## src/rtl/sir_pkg.sv

```systemverilog
// Constants, types and helpers for the sticky interrupt router.
// Assumes one clock domain and an AXI4-Lite register port.
package sir_pkg;

  // ==========================================================
  // Sizes and fixed indices
  localparam int SIR_NSRC     = 24;  // Main sources, at most 32
  localparam int SIR_NMOD     = 8;   // Port-module inputs, at most 32
  localparam int SIR_NDST     = 4;
  localparam int SIR_AW       = 8;
  localparam int SIR_IDX_AGG  = 0;
  localparam int SIR_IDX_EXT0 = 1;
  localparam int SIR_IDX_EXT1 = 2;
  localparam int SIR_DST_EXT0 = 2;

  // ==========================================================
  // Register byte offsets
  localparam logic [7:0] SIR_OFF_RAW    = 8'h00;
  localparam logic [7:0] SIR_OFF_BYPASS = 8'h04;
  localparam logic [7:0] SIR_OFF_TRIG_L = 8'h08;
  localparam logic [7:0] SIR_OFF_TRIG_H = 8'h0C;
  localparam logic [7:0] SIR_OFF_STICKY = 8'h10;
  localparam logic [7:0] SIR_OFF_ENA    = 8'h14;
  localparam logic [7:0] SIR_OFF_ENACLR = 8'h18;
  localparam logic [7:0] SIR_OFF_ENASET = 8'h1C;
  localparam logic [7:0] SIR_OFF_PEND   = 8'h20;
  localparam logic [7:0] SIR_OFF_MAP0   = 8'h24;
  localparam logic [7:0] SIR_OFF_DPEND0 = 8'h34;
  localparam logic [7:0] SIR_OFF_MPOL   = 8'h44;
  localparam logic [7:0] SIR_OFF_MRAW   = 8'h48;
  localparam logic [7:0] SIR_OFF_MTRIGL = 8'h4C;
  localparam logic [7:0] SIR_OFF_MTRIGH = 8'h50;
  localparam logic [7:0] SIR_OFF_MSTCK  = 8'h54;
  localparam logic [7:0] SIR_OFF_MBYP   = 8'h58;
  localparam logic [7:0] SIR_OFF_MENA   = 8'h5C;
  localparam logic [7:0] SIR_OFF_MPEND  = 8'h60;
  localparam logic [7:0] SIR_OFF_IPOL   = 8'h64;
  localparam logic [7:0] SIR_OFF_OPOL   = 8'h68;
  localparam logic [7:0] SIR_OFF_DRV    = 8'h6C;

  // ==========================================================
  // Reset values and bus answers
  localparam logic [31:0] SIR_RST_CFG     = 32'h00000000;
  localparam logic [31:0] SIR_RST_MOD_POL = 32'hFFFFFFFF;
  localparam logic [1:0]  SIR_RST_EXT_POL = 2'h0;
  localparam logic [1:0]  SIR_RESP_OKAY   = 2'h0;
  localparam logic [1:0]  SIR_RESP_SLVERR = 2'h2;

  // ==========================================================
  // Trigger modes, in field order
  typedef enum logic [1:0] {
    SIR_TRIG_LEVEL,
    SIR_TRIG_ANY,
    SIR_TRIG_FALL,
    SIR_TRIG_RISE
  } sir_trig_e;

  // Set condition of one sticky flag
  function automatic logic sir_detect(input logic [1:0] trig,
                                      input logic       cur,
                                      input logic       prev);
    case (sir_trig_e'(trig))
      SIR_TRIG_LEVEL: sir_detect = cur;
      SIR_TRIG_ANY:   sir_detect = cur ^ prev;
      SIR_TRIG_FALL:  sir_detect = prev & ~cur;
      SIR_TRIG_RISE:  sir_detect = cur & ~prev;
      default:        sir_detect = 1'b0;
    endcase
  endfunction : sir_detect

endpackage : sir_pkg

```

## src/rtl/sir_router.sv

```systemverilog
// Sticky interrupt router: conditioning, latching and routing of sources.
// Assumes sources are synchronous to aclk and an AXI4-Lite master.
//
// Function
// [RQ1] Raw level of every source readable, one bit per source index.
// [RQ2] Level mode: sticky flag set every cycle the source is active.
// [RQ3] Any-edge mode: flag set when source differs from previous cycle.
// [RQ4] Falling-edge mode: flag set on active-to-inactive change.
// [RQ5] Rising-edge mode: flag set on inactive-to-active change.
// [RQ6] Writing 1 clears a sticky flag; writing 0 leaves it.
// [RQ7] A set in the clearing cycle wins over the clear.
// [RQ8] Source forwarded only while flag set and enable bit is 1.
// [RQ9] Readable pending bit: source active and enabled.
// [RQ10] Bypass uses raw value, ignoring sticky flag and trigger.
// [RQ11] Software bypasses only sources already latched at origin.
// [RQ12] Four destinations, each with a per-source mask.
// [RQ13] Destination output is OR of its masked forwarded sources.
// [RQ14] Per destination, readable vector of pending masked sources.
// [RQ15] Module inputs pass a per-module polarity before detection.
// [RQ16] Module inputs have raw, trigger, sticky, bypass, enable, pending.
// [RQ17] Pending module inputs ORed into one main source.
// [RQ18] Two external inputs and two outputs, independent.
// [RQ19] One polarity bit per external input and output line.
// [RQ20] Drive mode 0: output pin driven at both levels.
// [RQ21] Drive mode 1, polarity 0: drive low when asserted, else release.
// [RQ22] Software sets drive mode and polarity before pin enable.
// [RQ23] Internal signals active high; polarity fixed at the edges.
// [RQ24] Aggregate at index 0, external inputs at 1 and 2.
// [RQ25] Destinations 0,1 feed the core; 2,3 the external outputs.
// [RQ26] Write-only aliases clear or set enable bits by writing 1.
// [RQ27] Trigger field 2 bits: level, any, falling, rising.
//
// Implementation choices: the AXI4-Lite slave port and the register addresses.
`timescale 1ns/1ps
`default_nettype none

module sir_router
  import sir_pkg::*;
#(
  parameter int NSRC = SIR_NSRC,
  parameter int NMOD = SIR_NMOD
) (
  // Clock and reset
  input  wire logic              aclk,
  input  wire logic              aresetn,
  // AXI4-Lite write channels
  input  wire logic [SIR_AW-1:0] s_axi_awaddr,
  input  wire logic              s_axi_awvalid,
  output wire logic              s_axi_awready,
  input  wire logic [31:0]       s_axi_wdata,
  input  wire logic [3:0]        s_axi_wstrb,
  input  wire logic              s_axi_wvalid,
  output wire logic              s_axi_wready,
  output wire logic [1:0]        s_axi_bresp,
  output wire logic              s_axi_bvalid,
  input  wire logic              s_axi_bready,
  // AXI4-Lite read channels
  input  wire logic [SIR_AW-1:0] s_axi_araddr,
  input  wire logic              s_axi_arvalid,
  output wire logic              s_axi_arready,
  output wire logic [31:0]       s_axi_rdata,
  output wire logic [1:0]        s_axi_rresp,
  output wire logic              s_axi_rvalid,
  input  wire logic              s_axi_rready,
  // Interrupt sources
  input  wire logic [NSRC-1:3]   periph_irq,
  input  wire logic [NMOD-1:0]   module_irq,
  input  wire logic              external_request_in_0,
  input  wire logic              external_request_in_1,
  // Interrupt destinations
  output wire logic [1:0]        core_irq,
  output wire logic              external_request_out_0,
  output wire logic              external_request_out_0_oe,
  output wire logic              external_request_out_1,
  output wire logic              external_request_out_1_oe
);

  // ==========================================================
  // State
  typedef struct packed {
    logic [NSRC-1:0]             prev;
    logic [NSRC-1:0]             sticky;
    logic [NSRC-1:0]             bypass;
    logic [NSRC-1:0]             ena;
    logic [63:0]                 trig;
    logic [SIR_NDST-1:0][NSRC-1:0] map;
    logic [NMOD-1:0]             mprev;
    logic [NMOD-1:0]             msticky;
    logic [NMOD-1:0]             mbypass;
    logic [NMOD-1:0]             mena;
    logic [NMOD-1:0]             mpol;
    logic [63:0]                 mtrig;
    logic [1:0]                  ipol;
    logic [1:0]                  opol;
    logic [1:0]                  drv;
    logic [1:0]                  cpu;
    logic [1:0]                  xout;
    logic [1:0]                  xoe;
    logic                        aw_full;
    logic                        w_full;
    logic [SIR_AW-1:0]           waddr;
    logic [31:0]                 wdata;
    logic [3:0]                  wstrb;
    logic                        awready;
    logic                        wready;
    logic                        bvalid;
    logic [1:0]                  bresp;
    logic                        arready;
    logic                        rvalid;
    logic [1:0]                  rresp;
    logic [31:0]                 rdata;
  } sir_state_s;

  sir_state_s st_reg;
  sir_state_s st_next;

  logic [NSRC-1:0]               raw;
  logic [NSRC-1:0]               sset;
  logic [NSRC-1:0]               fwd;
  logic [NSRC-1:0]               pend;
  logic [NMOD-1:0]               mraw;
  logic [NMOD-1:0]               mset;
  logic [NMOD-1:0]               mpend;
  logic [SIR_NDST-1:0][NSRC-1:0] dpend;
  logic                          do_write;

  // ==========================================================
  // Source conditioning
  // Polarity applied on entry, all later logic active high
  assign mraw = module_irq ^ ~st_reg.mpol;                  // [RQ15] [RQ23]
  assign mpend = (st_reg.mbypass & mraw |
                  ~st_reg.mbypass & st_reg.msticky) & st_reg.mena; // [RQ16]
  assign raw[SIR_IDX_AGG] = |mpend;                         // [RQ17] [RQ24]
  assign raw[SIR_IDX_EXT0] =
    external_request_in_0 ^ ~st_reg.ipol[0];                // [RQ19] [RQ24]
  assign raw[SIR_IDX_EXT1] =
    external_request_in_1 ^ ~st_reg.ipol[1];                // [RQ18] [RQ24]
  assign raw[NSRC-1:3] = periph_irq;

  // Per-source detection and forwarding
  genvar k;
  for (k = 0; k < NSRC; k++)
  begin : g_src
    assign sset[k] = sir_detect(st_reg.trig[2*k +: 2], raw[k],
                                st_reg.prev[k]);     // [RQ2] [RQ3] [RQ27]
    assign fwd[k] = st_reg.bypass[k] ? raw[k]
                                     : st_reg.sticky[k]; // [RQ10]
  end

  // Per-module detection, same scheme as the main sources
  for (k = 0; k < NMOD; k++)
  begin : g_mod
    assign mset[k] = sir_detect(st_reg.mtrig[2*k +: 2], mraw[k],
                                st_reg.mprev[k]);    // [RQ16] [RQ4] [RQ5]
  end

  // Enabled sources, then per-destination selection
  assign pend = fwd & st_reg.ena;                           // [RQ8] [RQ9]
  for (k = 0; k < SIR_NDST; k++)
  begin : g_dst
    assign dpend[k] = pend & st_reg.map[k];                 // [RQ12] [RQ14]
  end

  assign do_write = st_reg.aw_full && st_reg.w_full && !st_reg.bvalid;

  // ==========================================================
  // Next-state logic
  always_comb
  begin
    logic [31:0]     wm;
    logic [31:0]     wd;
    logic [NSRC-1:0] clr;
    logic [NMOD-1:0] mclr;
    logic [31:0]     rd;
    logic            hit;
    logic            whit;
    st_next = st_reg;
    wm = {{8{st_reg.wstrb[3]}}, {8{st_reg.wstrb[2]}},
          {8{st_reg.wstrb[1]}}, {8{st_reg.wstrb[0]}}};
    wd = st_reg.wdata & wm;
    clr = '0;
    mclr = '0;
    rd = '0;
    hit = 1'b0;
    whit = 1'b1;
    // Register writes once address and data are both held
    if (do_write)
    begin
      case (st_reg.waddr)
        SIR_OFF_BYPASS: st_next.bypass =
          (st_reg.bypass & ~wm[NSRC-1:0]) | wd[NSRC-1:0];
        SIR_OFF_TRIG_L: st_next.trig[31:0] =
          (st_reg.trig[31:0] & ~wm) | wd;
        SIR_OFF_TRIG_H: st_next.trig[63:32] =
          (st_reg.trig[63:32] & ~wm) | wd;
        SIR_OFF_STICKY: clr = wd[NSRC-1:0];                 // [RQ6]
        SIR_OFF_ENA: st_next.ena =
          (st_reg.ena & ~wm[NSRC-1:0]) | wd[NSRC-1:0];
        SIR_OFF_ENACLR: st_next.ena = st_reg.ena & ~wd[NSRC-1:0]; // [RQ26]
        SIR_OFF_ENASET: st_next.ena = st_reg.ena | wd[NSRC-1:0];  // [RQ26]
        SIR_OFF_MPOL: st_next.mpol =
          (st_reg.mpol & ~wm[NMOD-1:0]) | wd[NMOD-1:0];
        SIR_OFF_MTRIGL: st_next.mtrig[31:0] =
          (st_reg.mtrig[31:0] & ~wm) | wd;
        SIR_OFF_MTRIGH: st_next.mtrig[63:32] =
          (st_reg.mtrig[63:32] & ~wm) | wd;
        SIR_OFF_MSTCK: mclr = wd[NMOD-1:0];                 // [RQ16]
        SIR_OFF_MBYP: st_next.mbypass =
          (st_reg.mbypass & ~wm[NMOD-1:0]) | wd[NMOD-1:0];
        SIR_OFF_MENA: st_next.mena =
          (st_reg.mena & ~wm[NMOD-1:0]) | wd[NMOD-1:0];
        SIR_OFF_IPOL: st_next.ipol = (st_reg.ipol & ~wm[1:0]) | wd[1:0];
        SIR_OFF_OPOL: st_next.opol = (st_reg.opol & ~wm[1:0]) | wd[1:0];
        SIR_OFF_DRV: st_next.drv = (st_reg.drv & ~wm[1:0]) | wd[1:0];
        SIR_OFF_RAW, SIR_OFF_PEND, SIR_OFF_MRAW, SIR_OFF_MPEND: whit = 1'b1;
        default: whit = 1'b0;
      endcase
      // Mask registers and read-only destination views
      for (int d = 0; d < SIR_NDST; d++)
      begin
        if (st_reg.waddr == SIR_OFF_MAP0 + 8'(4 * d))
        begin
          st_next.map[d] = (st_reg.map[d] & ~wm[NSRC-1:0]) | wd[NSRC-1:0];
          whit = 1'b1;
        end
        if (st_reg.waddr == SIR_OFF_DPEND0 + 8'(4 * d))
        begin
          whit = 1'b1;
        end
      end
      st_next.aw_full = 1'b0;
      st_next.w_full = 1'b0;
      st_next.bvalid = 1'b1;
      st_next.bresp = whit ? SIR_RESP_OKAY : SIR_RESP_SLVERR;
    end
    // Sticky flags: a set in the clearing cycle wins
    st_next.sticky = (st_reg.sticky & ~clr) | sset;        // [RQ7] [RQ2]
    st_next.msticky = (st_reg.msticky & ~mclr) | mset;      // [RQ16] [RQ7]
    st_next.prev = raw;
    st_next.mprev = mraw;
    // Destination outputs; external polarity applied on exit
    for (int d = 0; d < 2; d++)
    begin
      st_next.cpu[d] = |dpend[d];                           // [RQ13] [RQ25]
      st_next.xout[d] = |dpend[SIR_DST_EXT0 + d] ^ ~st_reg.opol[d]; // [RQ19]
      st_next.xoe[d] = st_reg.drv[d] ? |dpend[SIR_DST_EXT0 + d]
                                     : 1'b1;                // [RQ20] [RQ21]
    end
    // Write address and data captured in either order
    if (s_axi_awvalid && st_reg.awready)
    begin
      st_next.aw_full = 1'b1;
      st_next.waddr = s_axi_awaddr;
    end
    if (s_axi_wvalid && st_reg.wready)
    begin
      st_next.w_full = 1'b1;
      st_next.wdata = s_axi_wdata;
      st_next.wstrb = s_axi_wstrb;
    end
    if (st_reg.bvalid && s_axi_bready)
    begin
      st_next.bvalid = 1'b0;
    end
    st_next.awready = !st_next.aw_full && !st_next.bvalid;
    st_next.wready = !st_next.w_full && !st_next.bvalid;
    // Read decode
    hit = 1'b1;
    case (s_axi_araddr)
      SIR_OFF_RAW:    rd = 32'(raw);                        // [RQ1]
      SIR_OFF_BYPASS: rd = 32'(st_reg.bypass);
      SIR_OFF_TRIG_L: rd = st_reg.trig[31:0];
      SIR_OFF_TRIG_H: rd = st_reg.trig[63:32];
      SIR_OFF_STICKY: rd = 32'(st_reg.sticky);
      SIR_OFF_ENA:    rd = 32'(st_reg.ena);
      SIR_OFF_PEND:   rd = 32'(pend);                       // [RQ9]
      SIR_OFF_MPOL:   rd = 32'(st_reg.mpol);
      SIR_OFF_MRAW:   rd = 32'(mraw);                       // [RQ16]
      SIR_OFF_MTRIGL: rd = st_reg.mtrig[31:0];
      SIR_OFF_MTRIGH: rd = st_reg.mtrig[63:32];
      SIR_OFF_MSTCK:  rd = 32'(st_reg.msticky);
      SIR_OFF_MBYP:   rd = 32'(st_reg.mbypass);
      SIR_OFF_MENA:   rd = 32'(st_reg.mena);
      SIR_OFF_MPEND:  rd = 32'(mpend);                      // [RQ16]
      SIR_OFF_IPOL:   rd = 32'(st_reg.ipol);
      SIR_OFF_OPOL:   rd = 32'(st_reg.opol);
      SIR_OFF_DRV:    rd = 32'(st_reg.drv);
      SIR_OFF_ENACLR, SIR_OFF_ENASET: rd = '0;
      default:        hit = 1'b0;
    endcase
    for (int d = 0; d < SIR_NDST; d++)
    begin
      if (s_axi_araddr == SIR_OFF_MAP0 + 8'(4 * d))
      begin
        rd = 32'(st_reg.map[d]);
        hit = 1'b1;
      end
      if (s_axi_araddr == SIR_OFF_DPEND0 + 8'(4 * d))
      begin
        rd = 32'(dpend[d]);                                 // [RQ14]
        hit = 1'b1;
      end
    end
    if (s_axi_arvalid && st_reg.arready)
    begin
      st_next.rvalid = 1'b1;
      st_next.rdata = rd;
      st_next.rresp = hit ? SIR_RESP_OKAY : SIR_RESP_SLVERR;
    end
    else if (st_reg.rvalid && s_axi_rready)
    begin
      st_next.rvalid = 1'b0;
    end
    st_next.arready = !st_next.rvalid;
  end

  // State register with synchronous reset
  always_ff @(posedge aclk)
  begin
    if (!aresetn)
    begin
      st_reg <= '0;
      st_reg.mpol <= SIR_RST_MOD_POL[NMOD-1:0];
      st_reg.ipol <= SIR_RST_EXT_POL;
      st_reg.opol <= SIR_RST_EXT_POL;
      st_reg.trig <= {SIR_RST_CFG, SIR_RST_CFG};
      st_reg.xout <= ~SIR_RST_EXT_POL;
      st_reg.xoe <= 2'h3;
    end
    else
    begin
      st_reg <= st_next;
    end
  end

  // ==========================================================
  // Outputs, all from the state register
  assign s_axi_awready = st_reg.awready;
  assign s_axi_wready = st_reg.wready;
  assign s_axi_bvalid = st_reg.bvalid;
  assign s_axi_bresp = st_reg.bresp;
  assign s_axi_arready = st_reg.arready;
  assign s_axi_rvalid = st_reg.rvalid;
  assign s_axi_rdata = st_reg.rdata;
  assign s_axi_rresp = st_reg.rresp;
  assign core_irq = st_reg.cpu;
  assign external_request_out_0 = st_reg.xout[0];
  assign external_request_out_1 = st_reg.xout[1];
  assign external_request_out_0_oe = st_reg.xoe[0];
  assign external_request_out_1_oe = st_reg.xoe[1];

  logic [1:0] trig1;
  assign trig1 = st_reg.trig[3:2];
endmodule : sir_router

`default_nettype wire

```

## config.mk

```make
export PLATFORM = sky130hd
export DESIGN_NAME = sir_router
export DESIGN_NICKNAME = d
export VERILOG_FILES = /design/src/rtl/sir_pkg.sv /design/src/rtl/sir_router.sv
export SDC_FILE = /design/constraint.sdc
export NUM_CORES = 1
export LEC_CHECK = 0
export ABC_AREA = 1
export BUFFER_PORTS_ARGS = -buffer_cell sky130_fd_sc_hd__buf_2
export CORE_UTILIZATION = 25
export DETAILED_ROUTE_END_ITERATION = 8
export GPL_TIMING_DRIVEN = 0
export PLACE_DENSITY = 0.36
export SYNTH_ARGS = -nofsm -noshare
export SYNTH_HDL_FRONTEND = slang
export SYNTH_SLANG_ARGS = --single-unit
export TNS_END_PERCENT = 5
```

## constraint.sdc

```tcl
create_clock -name aclk -period 3.8 [get_ports aclk]
set_clock_uncertainty 0.05 [all_clocks]
set_input_delay 0.19 -clock aclk [delete_from_list [all_inputs] [get_ports aclk]]
set_output_delay 0.19 -clock aclk [all_outputs]
set_load 0.01 [all_outputs]
```

==> key figures, run 1 <==
Outcome
  • Status: complete, but fails checks
  • Failing checks: max-capacitance violations, max-slew violations

Power
  • Max IR drop VDD: between 0.3 and 0.4 mV
  • Static leakage: approximately 11 nW
  • Power Density: 404 mW/mm^2

Synth
  • Avg Synthesized Cell Area: around 6.7 um^2
  • Ys async rst share: 0%
  • Gate Count Post-Synth: 3499
  • Synth Flop Type: dfxtp_1
  • Synth Warn #: 0
  • Unique masters post-synth: 52
  • Mapped Area: approximately 0.024 mm^2
  • Seq/Total Area, Yosys: around two fifths
  • Post-synth EDFFs: 0
  • Number of synthesized register bits: 457

Clock tree
  • Clk sinks: between 400 and 500
  • Root buffer cell: clkbuf_16
  • CTS tree: done
  • Later-pin clock latency in the skew report: roughly 0.66 ns
  • Cts repair resizes: 0
  • Max Root-Sink Buffers: 3
  • TritonCTS buffer count: 59
  • CTS H-tree lvls: 2
  • Clock-pin slew on the worst setup and hold paths: 0.06 ns

Setup path
  • Slowest stage delay, CP: 1.01 ns
  • Worst setup EP type: flop
  • Crit-path slowest cell: nor2_1
  • Critical path buffers and inverters: 3
  • Worst Path Required: 4.20 ns
  • Largest delay contributor family on the critical path: simple AND/OR/NAND/NOR gates
  • CP Cell Sequence: inv_1, nor2_1, inv_2, nor2_1, inv_1, o21ai_0, a41oi_1
  • Startpoint Class: flop
  • Worst path arrival time: between 3 and 4 ns
  • Crit Path Category: flop to flop
  • Crit Path Max Fanout: 8

Detailed routing
  • Wire length per cell: about 24 um
  • First-pass detailed-route iteration total: 7
  • ANT nets after route: 0
  • Drt via density: ~4.8
  • Routed WL: 121 mm
  • Iter 0 DRT Violations: between 2000 and 2500
  • Via count: ~25000
  • Post-route DRC: 0

Timing
  • Fin Hold WS: between 0.01 and 0.015 ns
  • Setup_tns: 0 ns
  • Crit path setup slack, layout: 0.280 ns
  • Slew headroom: -1.87%
  • Worst slew pin tran: ~1.5 ns
  • Max-slew violation count: 11
  • Fmax: around 0.28 GHz
  • Setup violations, final: 0
  • RSZ-0062 raised after global routing: no
  • Final Cycle Share: between 90 and 100%
  • Final Hold Fails: 0
  • Crit path time final: between 3 and 4 ns

Cells and area
  • Layout cell share with drive strength beyond 1: 9.72%
  • Finished Layout Cells: 5081
  • Filler Cell Count: between 10000 and 15000
  • Diodes inserted: 0
  • Final Net Count: 3934
  • Synthesis-to-finish area growth: 21.5%

Global route
  • Total GRT Usage: roughly 25%
  • First-pass GRT wire length: between 150 and 200 mm
  • Vias in the first global route: 23000
  • Initial antenna violation count: 1
  • GRT Residual Overflow: 0
  • Largest net degree at the start of global routing: 18

Die
  • Num ports: approximately 140
  • Initial Util: ~25%
  • Die Wd: between 300 and 400 um
  • Core area: about 0.093 mm^2
  • Die height: 309 um
  • Die area: roughly 0.095 mm^2
  • Number of core rows: around 110

Placed design
  • DP HPWL: 96.1 mm
  • Number of port buffers: approximately 130
  • Placed cells: between 4000 and 5000
  • Pre-CTS WS: 0.316 ns
  • RePlAce Congestion: around 0.9

Run
  • Max-Cap Viols: 1

Hold path
  • Worst hold-check path type: primary input to flop
## logic make-up after synthesis
kind of cell	count (synthesis)	synth area share [%]
and+or+nand+nor	1647	29.3
adders and majority gates	64	3.40
DFF	457	38.8
buffers and inverters	540	9.60
AOI/OAI and AO/OA	788	18.8
other	1	0.0159
xor gates and xnor gates	2	0.0744
## cell usage in the layout, fill, tap and decap left out, types with 20 or more instances in the layout
master / instances
a21oi_1: 410
a41oi_1: 32
dlygate4sd3_1: 85
o21ai_0: 192
nand4_1: 32
nor2_1: 341
inv_2: 20
clkbuf_16: 59
nand2_1: 981
ha_1: 64
buf_2: 160
inv_1: 323
buf_4: 47
nand3_1: 194
clkbuf_1: 124
dfxtp_1: 457
a211oi_1: 44
nor3_1: 21
o22ai_1: 28
## area by class of cell
class                           instances  area (um^2)  area share (%)
Clock inverter                         11          166           0.581
Tap cell                             1254         1570            5.48
Timing Repair Buffer                  219         1520            5.31
Inverter                              353         1330            4.64
Sequential cell                       457         9150            31.9
Multi-Input combinational cell       2503        12200            42.5
Clock buffer                           97         1810            6.32
Buffer                                187          933            3.26
## through the flow
step / util [%] / instance area, um^2 / power, mW
detailed placement: 27.7 / 25800 / 5.80
floorplan: - / 23600 / 5.41
finish: 30.7 / 28600 / 11.6
global placement: 27.6 / 25800 / 5.80
global route: 30.7 / 28600 / 11.9
CTS: 30.7 / 28600 / 11.7
## metal layers
| metal | vias up | part of all wire (%) | GRT usage (%) | wire, um |
|---|---|---|---|---|
| li1 | 12000 | - | - | - |
| met3 | 126 | 4.6 | 2.23 | 5610 |
| met4 | 2 | 2.0 | 5.17 | 2370 |
| met5 | - | 0.011 | 0 | 13 |
| met1 | 11600 | 48 | 35.6 | 58400 |
| met2 | 730 | 45 | 40.4 | 54400 |
## final timing paths
| path | slack [ns] | startpoint | depth (start not counted) | end |
|---|---|---|---|---|
| max | 0.28 | st_reg[41] | 7 | st_reg[188] |
| min | 0.01 | s_axi_awvalid | 5 | st_reg[86] |
| max reg2reg | 0.28 | st_reg[41] | 7 | st_reg[188] |
| min reg2reg | 0.40 | flop | 2 | flop |
## worst reg2reg max path: cells and delay by family, from the launching register on
family,cells,cell delay [ns]
compound gates,2,0.47
buf+inv,3,0.91
flops,1,0.65
simple gates,2,1.23
## repair_timing
action	4_1_cts	5_1_grt
hold endpoints to repair	98	0
setup buffers	0	0
hold buffers	85	0
## Yosys cell counts, types with 5 or more instances
cell type / n / share of area, %
clkbuf_1: 105 / 1.7
o2111ai_1: 7 / 0.26
a21oi_1: 410 / 8.7
nor2_4: 14 / 0.67
nor4_1: 13 / 0.35
nor3_1: 22 / 0.47
nand2_1: 981 / 16
inv_2: 20 / 0.32
o2bb2ai_1: 7 / 0.26
buf_4: 47 / 1.5
clkinv_1: 9 / 0.14
o31ai_1: 17 / 0.54
nand4_1: 32 / 0.85
buf_1: 6 / 0.096
o22ai_1: 28 / 0.74
dfxtp_1: 457 / 39
a41oi_1: 32 / 1.2
o221ai_1: 10 / 0.37
buf_2: 26 / 0.55
nor3_4: 5 / 0.35
a31oi_1: 5 / 0.13
o21a_1: 11 / 0.35
nand2_2: 6 / 0.16
o211ai_1: 13 / 0.41
nor2_2: 16 / 0.42
nor2_1: 341 / 5.4
o21ai_0: 192 / 4.1
nand3_1: 194 / 4.1
o21ai_1: 6 / 0.13
ha_1: 64 / 3.4
nand3b_1: 6 / 0.19
inv_1: 323 / 5.1
a211oi_1: 44 / 1.4
## report_power, final
part	switching (mW)	internal, mW
registers	0.0793	4.88
clock network	2.44	3.37
logic	0.570	0.235
total	3.08	8.49
Note: power is estimated with default switching activity, not from simulation.
==> run 2, diff against run 1 <==
Settings changed: CAP_MARGIN set to 20, REMOVE_ABC_BUFFERS set to 1.
==> key figures, run 2 (synthesis results as in run 1) <==
Die
  • Num ports: 137 (unchanged)
  • Die area: 0.0955 mm^2 (unchanged)
  • Die Wd: 309 um (unchanged)
  • Core area: 0.0933 mm^2 (unchanged)
  • Initial Util: 25.2% (unchanged)
  • Number of core rows: 112 (unchanged)
  • Die height: 309 um (unchanged)

Clock tree
  • TritonCTS buffer count: 59 (unchanged)
  • Max Root-Sink Buffers: 3 (unchanged)
  • Later-pin clock latency in the skew report: 0.65 ns (about the same)
  • Clock-pin slew on the worst setup and hold paths: 0.06 ns (about the same)
  • CTS tree: done
  • Root buffer cell: clkbuf_16
  • CTS H-tree lvls: 2 (unchanged)
  • Clk sinks: 457 (unchanged)

Timing
  • Fmax: 0.285 GHz (+0.43%)
  • Crit path time final: 3.51 ns (-0.0152 ns)
  • Slew headroom: 22.1% (+24 points)
  • Worst slew pin tran: 1.16 ns (-0.364 ns)
  • Final Hold Fails: 0 (unchanged)
  • RSZ-0062 raised after global routing: no
  • Final Cycle Share: 92.2% (-0.40 points)
  • Setup violations, final: 0 (unchanged)
  • Max-slew violation count: 0 (-11)
  • Setup_tns: 0 ns (unchanged)
  • Crit path setup slack, layout: 0.295 ns (+0.0152 ns)

Power
  • Cell Int Power: 8.64 mW (+1.8%)
  • Static leakage: 10.5 nW (-2.4%)
  • Net Sw Frac: 25.8% (-0.91 points)
  • Clk pwr share: 51.1% (+0.9 points)
  • Max IR drop VDD: 0.343 mV (+4.0%)
  • Comb pwr share: 6.1% (-0.9 points)
  • Sequential Power Share: 42.8% (about the same)
  • Power Density: 412 mW/mm^2 (+1.9%)
  • NetSw: 3.00 mW (-2.9%)

Setup path
  • Crit-path slowest cell: nand2_2
  • Worst path arrival time: 3.95 ns (+0.03 ns)
  • Crit Path Max Fanout: 20 (+12)
  • Slowest stage delay, CP: 0.67 ns (-0.34 ns)
  • Worst setup EP type: flop
  • Largest delay contributor family on the critical path: simple AND/OR/NAND/NOR gates
  • Worst Path Required: 4.25 ns (+0.05 ns)
  • Crit Path Category: primary input to flop
  • CP Cell Sequence: dlygate4sd3_1, buf_2, nand2_1, nor2_4, nand2_2, inv_2, nand2_1, o21ai_0, nor3_1, nand3_1, nor2_1, nand4_1, nor2_1, nand2_1, nand2_1, a21oi_1
  • Startpoint Class: primary input
  • Critical Path Most Common Cell: nand2_1
  • Critical path buffers and inverters: 3 (unchanged)

Placed design
  • Number of port buffers: 134 (unchanged)
  • Pre-CTS WS: -0.0473 ns (-0.363 ns)
  • RePlAce Congestion: 0.870 (-3.8%)
  • DP HPWL: 79.5 mm (-17%)

Cells and area
  • Most common cell after layout, fill and taps aside: nand2_1
  • Final Net Count: 3774 (-4.1%)
  • Fin util: 30.3% (-0.42 points)
  • Synthesis-to-finish area growth: 19.9%
  • Layout cell share with drive strength beyond 1: 9.64% (-0.077 points)
  • Filler Cell Count: 10500 (-0.31%)
  • Most frequent cells in the layout: 978 x nand2_1, 457 x dfxtp_1, 410 x a21oi_1
  • Diodes inserted: 0 (unchanged)

Global route
  • Initial antenna violation count: 1 (unchanged)
  • Largest net degree at the start of global routing: 135 (+117)
  • First-pass GRT wire length: 162 mm (-5.3%)
  • Vias in the first global route: 22900 (-0.074%)
  • Total GRT Usage: 23.0% (-1.9 points)
  • GRT Residual Overflow: 0 (unchanged)

Detailed routing
  • Via count: 23800 (-2.9%)
  • Routed WL: 111 mm (-8.5%)
  • ANT nets after route: 0 (unchanged)
  • Drt via density: 4.84 (+0.16%)
  • Post-route DRC: 0 (unchanged)
  • Wire length per cell: 22.4 um (-5.6%)
  • First-pass detailed-route iteration total: 6 (-1)
  • Iter 0 DRT Violations: 1913 (-17%)

Outcome
  • Status: finished clean

Hold path
  • Worst hold-check path type: primary input to flop

Run
  • Max-Cap Viols: 0 (-1)
-- run 2: per-layer routing --
metal	track usage, %	vias to the layer above	part of all wire [%]
li1	-	11800	-
met2	37.4	607	45
met4	4.05	2	1.5
met5	0	-	0.0099
met3	2.61	92	4.7
met1	32.8	11400	48
-- run 2: final timing paths --
check | startpoint | to | slack (ns) | cells after the start
max | s_axi_araddr[3] | s_axi_rdata[14] | 0.29 | 16
min | aresetn | st_reg[444] | 0.01 | 3
max reg2reg | st_reg[82] | flop | 0.43 | 7
min reg2reg | flop | flop | 0.40 | 2
-- run 2: worst min-delay path, stage by stage --
cell and delay, ns:
buf_4 0.29, nand2_1 0.14, inv_1 0.03
-- run 2: through the flow --
stage,hold slack [ns],area [um^2],instances,power (mW)
after floorplan,0.219,22600,3313,5.38
after global placement,0.377,24900,4701,5.73
after detailed placement,0.375,25400,4733,5.73
after CTS,0.00206,28200,4920,11.8
after global routing,0.0278,28200,4925,12.1
final,0.0121,28200,4925,11.6
-- run 2: final cells by class --
cell class	count	area, um^2	share of cell area (%)
flip-flops and latches	457	9150	32.4
repair buffers	246	1960	6.94
well taps	1254	1570	5.55
clock inverters	21	241	0.855
multi-input cells	2503	12200	43.2
clock buffers	91	1780	6.29
inverters	353	1340	4.74
-- run 2: power groups by stage --
| stage | sequential, mW | clock (mW) | combinational [mW] |
|---|---|---|---|
| 2_1_floorplan | 5.04 | 0 | 0.347 |
| 3_3_place_gp | 5.08 | 0 | 0.652 |
| 3_5_place_dp | 5.08 | 0 | 0.656 |
| 4_1_cts | 4.97 | 6.11 | 0.719 |
| 5_1_grt | 4.98 | 6.29 | 0.789 |
| 6_report | 4.97 | 5.95 | 0.711 |
-- run 2: what timing repair did --
item	CTS	global route
hold buffers	75	0
setup buffers	0	3
pin swaps	0	1
endpoints found under the hold margin	98	0
endpoints found under the setup margin	25	1
gates resized for setup	1	0
